`config.mk`:
```
export PLATFORM = sky130hd
export DESIGN_NAME = light_sensor_integration_time_cfg_flat
export DESIGN_NICKNAME = d
export VERILOG_FILES = /design/src/light_cfg_pkg.sv /design/src/light_cmd_if.sv /design/src/light_sensor_integration_time_cfg.sv /design/src/flat_wrapper.sv
export SDC_FILE = /design/constraint.sdc
export NUM_CORES = 1
export LEC_CHECK = 0
export ABC_AREA = 1
export BUFFER_PORTS_ARGS = -buffer_cell sky130_fd_sc_hd__buf_2
export CORE_MARGIN = 2
export CORE_UTILIZATION = 45
export CTS_BUF_LIST = sky130_fd_sc_hd__clkbuf_16
export DETAILED_ROUTE_END_ITERATION = 7
export PLACE_DENSITY = 0.7
export RECOVER_POWER = 100
export SYNTH_ARGS = -nofsm -noshare
export SYNTH_HDL_FRONTEND = slang
export SYNTH_SLANG_ARGS = --single-unit
```
`constraint.sdc`:
```
create_clock -name pclk -period 77.6 [get_ports pclk]
set_input_delay 11.64 -clock pclk [delete_from_list [all_inputs] [get_ports pclk]]
set_output_delay 11.64 -clock pclk [all_outputs]
set_load 0.03 [all_outputs]
```
`src/light_cfg_pkg.sv`:
```
// Shared constants for the light sensor integration time logic
package light_cfg_pkg;
  localparam logic [9:0] TIME_RESET     = 10'h12C;
  localparam logic [3:0] TIME_LOW_FIXED = 4'hC;
  localparam logic [2:0] PFX_HIGH       = 3'h2;
  localparam logic [2:0] PFX_BIT4       = 3'h3;
  localparam logic [7:0] OP_POWER_DOWN  = 8'h00;
  localparam logic [7:0] OP_POWER_ON    = 8'h01;
  localparam logic [7:0] OP_AUTO_A      = 8'h10;
  localparam logic [7:0] OP_AUTO_B      = 8'h20;
  localparam logic [7:0] OP_HRES_A      = 8'h12;
  localparam logic [7:0] OP_HRES_B      = 8'h22;
  localparam logic [7:0] OP_LRES_A      = 8'h13;
  localparam logic [7:0] OP_LRES_B      = 8'h16;
  localparam logic [7:0] OP_LRES_C      = 8'h23;
  localparam logic [7:0] OP_LRES_D      = 8'h26;
  localparam int         CLK_MHZ        = 200;
  localparam int         HRES_TIME_US   = 120000;
  localparam int         LRES_TIME_US   = 16000;
  localparam int         RESET_HOLD_US  = 1;
  localparam int         HRES_CYCLES    = HRES_TIME_US * CLK_MHZ;
  localparam int         LRES_CYCLES    = LRES_TIME_US * CLK_MHZ;
  localparam int         RESET_CYCLES   = RESET_HOLD_US * CLK_MHZ;
  localparam logic [9:0] TIME_MIN       = 10'h08C;
  localparam logic [9:0] TIME_MAX       = 10'h3FC;
  localparam logic [5:0] OFF_CMD        = 6'h00;
  localparam logic [5:0] OFF_STATUS     = 6'h04;
  localparam logic [5:0] OFF_RESULT     = 6'h08;
  localparam logic [5:0] OFF_RESET      = 6'h0C;
  typedef enum logic [1:0] {
    MODE_DOWN = 2'b00,
    MODE_IDLE = 2'b01,
    MODE_MEAS = 2'b11
  } mode_t;
endpackage : light_cfg_pkg

```
`src/light_cmd_if.sv`:
```
// Opcode link between the host controller and the light sensor
`timescale 1ns/1ps
interface light_cmd_if;
  logic       op_valid;
  logic [7:0] op_code;
  logic       op_ready;
  logic       reset_n;
  logic [15:0] result;
  logic       result_valid;
  modport sensor (input op_valid, op_code, reset_n, output op_ready, result, result_valid);
  modport host   (output op_valid, op_code, reset_n, input op_ready, result, result_valid);
endinterface : light_cmd_if

```
`src/light_sensor_integration_time_cfg.sv`:
```
// Light sensor end: opcode decode, integration time register, conversion timer
// Notes on behaviour
// - Low four time bits fixed at 1100
// - Time register resets to 300
// - Prefix 010 loads time bits 9..5
// - Prefix 011 loads bit 4, rest ignored
// - Counts scale with time register value
// - Every mode's time scales with register
// - Doubled register doubles high-resolution conversion time
// - Host keeps register within 140..1020
// - Host scales counts to lux itself
// - Host changes time only in power down
// - Any measurement opcode uses new time
// - Low reset pin clears registers asynchronously
// - Decode power down, on, measurement opcodes
// - One opcode per transaction
// - Reset held low forces power down
`timescale 1ns/1ps
module light_sensor_integration_time_cfg #(
  parameter int HRES_BASE = light_cfg_pkg::HRES_CYCLES,
  parameter int LRES_BASE = light_cfg_pkg::LRES_CYCLES
) (
  // Clock
  input  wire logic        pclk,
  input  wire logic        clk_en,
  // Link
  light_cmd_if.sensor      link,
  // Light front end, counts per unit time
  input  wire logic [5:0]  light_level
);
  // What a received opcode asks of the sensor
  typedef enum logic [2:0] {
    OPC_NONE = 3'b000,
    OPC_DOWN = 3'b001,
    OPC_ON   = 3'b011,
    OPC_HRES = 3'b010,
    OPC_AUTO = 3'b110,
    OPC_LRES = 3'b111,
    OPC_HIGH = 3'b101,
    OPC_BIT4 = 3'b100
  } op_class_t;

  // Sort an opcode by its prefix or its full code
  function automatic op_class_t classify(input logic [7:0] op);
    if (op[7:5] == light_cfg_pkg::PFX_HIGH)
      classify = OPC_HIGH;
    else if (op[7:5] == light_cfg_pkg::PFX_BIT4)
      classify = OPC_BIT4;
    else if (op == light_cfg_pkg::OP_POWER_DOWN)
      classify = OPC_DOWN;
    else if (op == light_cfg_pkg::OP_POWER_ON)
      classify = OPC_ON;
    else if (op == light_cfg_pkg::OP_HRES_A || op == light_cfg_pkg::OP_HRES_B)
      classify = OPC_HRES;
    else if (op == light_cfg_pkg::OP_AUTO_A || op == light_cfg_pkg::OP_AUTO_B)
      classify = OPC_AUTO;
    else if (op == light_cfg_pkg::OP_LRES_A || op == light_cfg_pkg::OP_LRES_B ||
             op == light_cfg_pkg::OP_LRES_C || op == light_cfg_pkg::OP_LRES_D)
      classify = OPC_LRES;
    else
      classify = OPC_NONE;
  endfunction : classify

  // Reset release
  logic        rst_meta;
  logic        rst_n_s;

  // Time register, mode and conversion state
  logic [5:0]  time_high_reg;
  logic        time_bit4_reg;
  logic [9:0]  time_value;
  light_cfg_pkg::mode_t mode_reg;
  logic        hres_reg;
  logic        auto_reg;
  logic [31:0] tick_reg;
  logic [31:0] acc_reg;
  logic [15:0] result_reg;
  logic        result_valid_reg;
  logic [31:0] period;
  logic        take;

  // Decoded opcode and the strobes taken from it
  op_class_t   op_class;
  logic        load_ok;
  logic        measuring;
  logic        window_end;

  assign time_value = {time_high_reg[4:0], time_bit4_reg,
                       light_cfg_pkg::TIME_LOW_FIXED};
  assign take       = link.op_valid & clk_en;
  // Opcodes count only once the reset release is synchronised
  assign load_ok    = take & rst_n_s;
  assign op_class   = classify(link.op_code);
  assign measuring  = (mode_reg == light_cfg_pkg::MODE_MEAS);

  // Last cycle of the conversion window
  assign window_end = (tick_reg + 32'h1 >= period);

  // Scale base period by time/300
  function automatic logic [31:0] scaled(input int base, input logic [9:0] t);
    logic [47:0] p;
    p = 48'(base) * 48'(t);
    scaled = 32'(p / 48'd300);
  endfunction : scaled

  // Auto mode reports on a coarser scale than the fixed modes
  function automatic logic [15:0] pick_result(input logic [31:0] acc,
                                               input logic        coarse);
    if (coarse)
      pick_result = acc[31:16];
    else
      pick_result = acc[28:13];
  endfunction : pick_result

  assign period = scaled(hres_reg ? HRES_BASE : LRES_BASE, time_value);

  // Reset pin is the asynchronous reset itself
  always_ff @(posedge pclk or negedge link.reset_n) begin
    if (!link.reset_n) begin
      rst_meta <= 1'b0;
      rst_n_s  <= 1'b0;
    end else if (clk_en) begin
      rst_meta <= 1'b1;
      rst_n_s  <= rst_meta;
    end
  end

  // Upper time bits; bit 4 and the fixed nibble stay put
  always_ff @(posedge pclk or negedge link.reset_n) begin
    if (!link.reset_n) begin
      time_high_reg <= {1'b0, light_cfg_pkg::TIME_RESET[9:5]};
    end else if (load_ok && op_class == OPC_HIGH) begin
      time_high_reg <= {1'b0, link.op_code[4:0]};
    end
  end

  // Bit 4 alone; the low opcode nibble is ignored
  always_ff @(posedge pclk or negedge link.reset_n) begin
    if (!link.reset_n) begin
      time_bit4_reg <= light_cfg_pkg::TIME_RESET[4];
    end else if (load_ok && op_class == OPC_BIT4) begin
      time_bit4_reg <= link.op_code[4];
    end
  end

  // Mode decode
  always_ff @(posedge pclk or negedge link.reset_n) begin
    if (!link.reset_n) begin
      // Power down is also the reset state
      mode_reg <= light_cfg_pkg::MODE_DOWN;
      hres_reg <= 1'b1;
      auto_reg <= 1'b0;
    end else if (load_ok) begin
      case (op_class)
        OPC_DOWN: mode_reg <= light_cfg_pkg::MODE_DOWN;
        OPC_ON:   mode_reg <= light_cfg_pkg::MODE_IDLE;
        OPC_HRES: begin
          mode_reg <= light_cfg_pkg::MODE_MEAS;
          hres_reg <= 1'b1;
          auto_reg <= 1'b0;
        end
        OPC_AUTO: begin
          mode_reg <= light_cfg_pkg::MODE_MEAS;
          hres_reg <= 1'b1;
          auto_reg <= 1'b1;
        end
        OPC_LRES: begin
          mode_reg <= light_cfg_pkg::MODE_MEAS;
          hres_reg <= 1'b0;
          auto_reg <= 1'b0;
        end
        // Time loads and undefined opcodes leave the mode as it is
        default: mode_reg <= mode_reg;
      endcase
    end
  end

  // Integration: counts grow with the time spent integrating
  always_ff @(posedge pclk or negedge link.reset_n) begin
    if (!link.reset_n) begin
      tick_reg         <= 32'h0;
      acc_reg          <= 32'h0;
      result_reg       <= 16'h0;
      result_valid_reg <= 1'b0;
    end else if (clk_en) begin
      result_valid_reg <= 1'b0;
      // A new opcode or a stopped mode restarts the window
      if (take || !measuring) begin
        tick_reg <= 32'h0;
        acc_reg  <= 32'h0;
      end else if (window_end) begin
        tick_reg         <= 32'h0;
        acc_reg          <= 32'h0;
        result_reg       <= pick_result(acc_reg, auto_reg);
        result_valid_reg <= 1'b1;
      end else begin
        tick_reg <= tick_reg + 32'h1;
        acc_reg  <= acc_reg + {26'h0, light_level};
      end
    end
  end

  // Link outputs, each straight from a flop
  assign link.op_ready     = rst_n_s;
  assign link.result       = result_reg;
  assign link.result_valid = result_valid_reg;
endmodule : light_sensor_integration_time_cfg

```
`src/flat_wrapper.sv`:
```
// flat-port wrapper written by rule: the top's interface ports become plain ports
module light_sensor_integration_time_cfg_flat 
#(
  parameter int HRES_BASE = light_cfg_pkg::HRES_CYCLES,
  parameter int LRES_BASE = light_cfg_pkg::LRES_CYCLES
)
  (pclk, clk_en, light_level, link_op_valid, link_op_code, link_reset_n, link_op_ready, link_result, link_result_valid);
  light_cmd_if link_i ();
  input  wire logic pclk;
  input  wire logic clk_en;
  input  wire logic [5:0] light_level;
  input wire logic [$bits(link_i.op_valid)-1:0] link_op_valid;
  input wire logic [$bits(link_i.op_code)-1:0] link_op_code;
  input wire logic [$bits(link_i.reset_n)-1:0] link_reset_n;
  output wire logic [$bits(link_i.op_ready)-1:0] link_op_ready;
  output wire logic [$bits(link_i.result)-1:0] link_result;
  output wire logic [$bits(link_i.result_valid)-1:0] link_result_valid;
  assign link_i.op_valid = link_op_valid;
  assign link_i.op_code = link_op_code;
  assign link_i.reset_n = link_reset_n;
  assign link_op_ready = link_i.op_ready;
  assign link_result = link_i.result;
  assign link_result_valid = link_i.result_valid;
  light_sensor_integration_time_cfg #(.HRES_BASE(HRES_BASE), .LRES_BASE(LRES_BASE)) u_core (.pclk(pclk), .clk_en(clk_en), .link(link_i), .light_level(light_level));
endmodule
```
==> reports/metrics.csv <==
stage,metric,value,unit
status,status,"finished, violations left",
status,violations,"capacitance limit, slew limit",
detailed_routing,final_antenna_net_count,0,
detailed_routing,drt-initial-drc-count,1043,
cells_and_area,drive_gt1_share,20.23,%
setup_path,worstReg2RegStart,u_core.hres_reg,
clock_tree,clockBufferDepth,2,
clock_tree,cts_buffers,9,
clock_tree,post_cts_buffers,0,
floorplanning,die_y,209.8,um
setup_path,crit_slowest_cell,clkbuf_1,
hold_path,whs_endpoint,u_core.rst_meta,
detailed_routing,drc_errors,0,
global_routing,grt_pass1_vias,16667,
cells_and_area,final_common_cell,nand2_1,
run,cap_violations,5,
timing,worst_hold_slack,0.4555,ns
global_routing,track_usage,20.18,%
cells_and_area,layout_common_cells,"681 x nand2_1, 433 x inv_1, 214 x nand3_1",
timing,slew_headroom,-131.8,%
timing,max_freq,24.29,MHz
cells_and_area,fillers,4285,
logic_synthesis,seq_area_frac_synth,12.23,%
timing,period_needed,41.17,ns
clock_tree,h-tree-depth,3,
placed_design,port_buffers,35,
clock_tree,cts_tree,done,
timing,rsz0062_at_grt,false,
timing,setup_viol,0,
timing,finalCritPeriodShare,53.05,%
timing,skew,0.007619,ns
global_routing,antenna_found_initial,0,
floorplanning,rows,75,
detailed_routing,vias_per_cell,5.128,
floorplanning,start_util,45.55,%
hold_path,min_path_cells,2,
floorplanning,die_w,209.8,um
hold_path,hold_start,u_core.rst_meta,
global_routing,grt_pass1_wl,76400,um
logic_synthesis,ys_ff_latch,93,
logic_synthesis,synthDistinctLibCells,74,
detailed_routing,wirelength,43500,um
cells_and_area,area_delta_synth_final,2.002,%
setup_path,crit_top_cell,nand2_1,
placed_design,place_hpwl,36250,um
setup_path,slowest_delay,1.72,ns
timing,worst_pin_slew,3.477,ns
floorplanning,io-pin-count,36,
global_routing,grt_max_degree,65,
logic_synthesis,yosys_warnings,0,
timing,fin_tns_setup,0,ns
detailed_routing,wire_per_inst,12.94,um
detailed_routing,dr_total_vias,17234,
logic_synthesis,syn_area,19070,sq um
setup_path,crit_required,77.71,ns
hold_path,hold_path.class,flop to flop,
clock_tree,post_cts_resized,0,
clock_tree,holdBufCountCts,0,
floorplanning,die-area,44030,sq um
setup_path,startpoint_type,flop,
setup_path,reg2reg_slack,36.43,ns
timing,finalHoldViolCount,0,
cells_and_area,finalNetCount,3003,
clock_tree,worst_skew_pair.late_latency,0.35,ns
logic_synthesis,synth_edf_count,0,
logic_synthesis,syn_inst,2801,
cells_and_area,diodes,0,
global_routing,overflow,0,
clock_tree,path_clk_slew,0.07,ns
placed_design,gp_congestion,0.9178,
timing,drv_slew,247,
setup_path,timing.rr.end,u_core.acc_reg[25],
logic_synthesis,synthFlopType,dfrtp_1,
logic_synthesis,avgSynthCellArea,6.807,sq um
setup_path,critPathCaptureType,flop,
setup_path,critical_path_class,flop to flop,
detailed_routing,dr.pass1.iters,6,
logic_synthesis,async_flop_share,100.0,%
clock_tree,cts_sinks,93,
setup_path,path_max_fanout,52,
clock_tree,clockRootBuffer,clkbuf_16,
setup_path,worstRegToRegCells,205,
floorplanning,fp.coreArea,41850,sq um
setup_path,arrival,41.28,ns
[logic make-up after synthesis]
| family | synth area share [%] |
|---|---|
| AOI/OAI and AO/OA | 8.394 |
| xor gates and xnor gates | 5.283 |
| muxes | 0.05906 |
| other | 0.01967 |
| DFF | 12.23 |
| and+or+nand+nor | 49.11 |
| buffers and inverters | 12.09 |
| adders and majority gates | 12.81 |
[routing by layer]
layer  global-route usage, %  wire [um]  share of wire (%)
met2                   35.45      20480                 47
met3                   1.826       1649                3.8
met4                   3.742        595                1.4
met5                       0          0                  0
met1                   27.15      20780                 48
[worst max-delay path, delay by kind of cell (launching register included)]
family,cells,cell delay (ns)
compound gates,13,2.61
xor+xnor,1,0.24
fa+ha+maj,13,3.53
buf+inv,27,5.67
flops,1,0.51
simple gates,151,28.16
[layout make-up]
| class | count | area, sq um | share of cell area (%) |
|---|---|---|---|
| timing repair buffer | 39 | 166.4 | 0.8557 |
| clock inverter | 6 | 32.53 | 0.1673 |
| multi-input combinational | 2160 | 13960 | 71.78 |
| tap | 539 | 674.4 | 3.468 |
| sequential | 93 | 2331 | 11.99 |
| clock buffer | 9 | 225.2 | 1.158 |
| inverter | 515 | 2059 | 10.59 |
[worst max path at each step]
stage	start	cells past startpoint	endpoint	slack, ns
2_1_floorplan	u_core.hres_reg	209	u_core.acc_reg[10]	53.22
3_3_place_gp	u_core.hres_reg	202	u_core.acc_reg[25]	50.56
3_5_place_dp	u_core.hres_reg	205	u_core.acc_reg[25]	49.68
4_1_cts	u_core.hres_reg	205	u_core.acc_reg[25]	49.60
5_1_grt	u_core.hres_reg	205	u_core.acc_reg[25]	31.60
6_report	u_core.hres_reg	205	u_core.acc_reg[25]	36.43
[stage by stage]
step | std cells | instance area [sq um] | setup slack, ns | utilization (%)
after detailed placement | 3346 | 19710 | 49.68 | 47.09
after CTS | 3361 | 19970 | 49.60 | 47.71
after global placement | 3346 | 19710 | 50.56 | 47.09
after floorplan | 2803 | 19070 | 53.22 | -
final | 3361 | 19450 | 36.43 | 46.47
after global routing | 3361 | 19450 | 31.60 | 46.47
[Yosys cell counts, types with 4 or more instances]
master	instances	area, sq um
o22ai_1	41	256.5
buf_6	4	45.04
nor4_1	12	75.07
nor3_1	29	145.1
a21oi_2	5	43.79
a32o_1	4	40.04
nor2_2	34	212.7
inv_1	431	1618
nand3_1	197	986.0
nand3b_1	17	127.6
buf_12	4	80.08
inv_4	16	100.1
nand3_4	27	473.0
o21ai_2	12	105.1
fa_1	47	940.9
nand2_8	4	80.08
o21ai_1	8	40.04
nand2_1	641	2406
o21ai_0	80	400.4
clkbuf_1	24	90.09
a21oi_1	66	330.3
ha_1	120	1501
inv_2	51	191.4
nand2_4	118	1329
o21ai_4	5	81.33
xor2_1	88	770.7
or2_2	4	25.02
nor2_4	27	304.0
dfrtp_1	90	2252
clkinv_1	7	26.28
o211ai_1	9	67.56
nand3_2	61	610.6
nor2_1	151	566.8
nor2_8	5	100.1
o21bai_1	4	30.03
nand4_1	64	400.4
o32ai_1	6	52.55
xnor2_1	22	192.7
nand2_2	215	1345
Power is left out: the tool's default activity adds up to more than one toggle a clock period on the data nets, which glitch-free logic cannot reach.
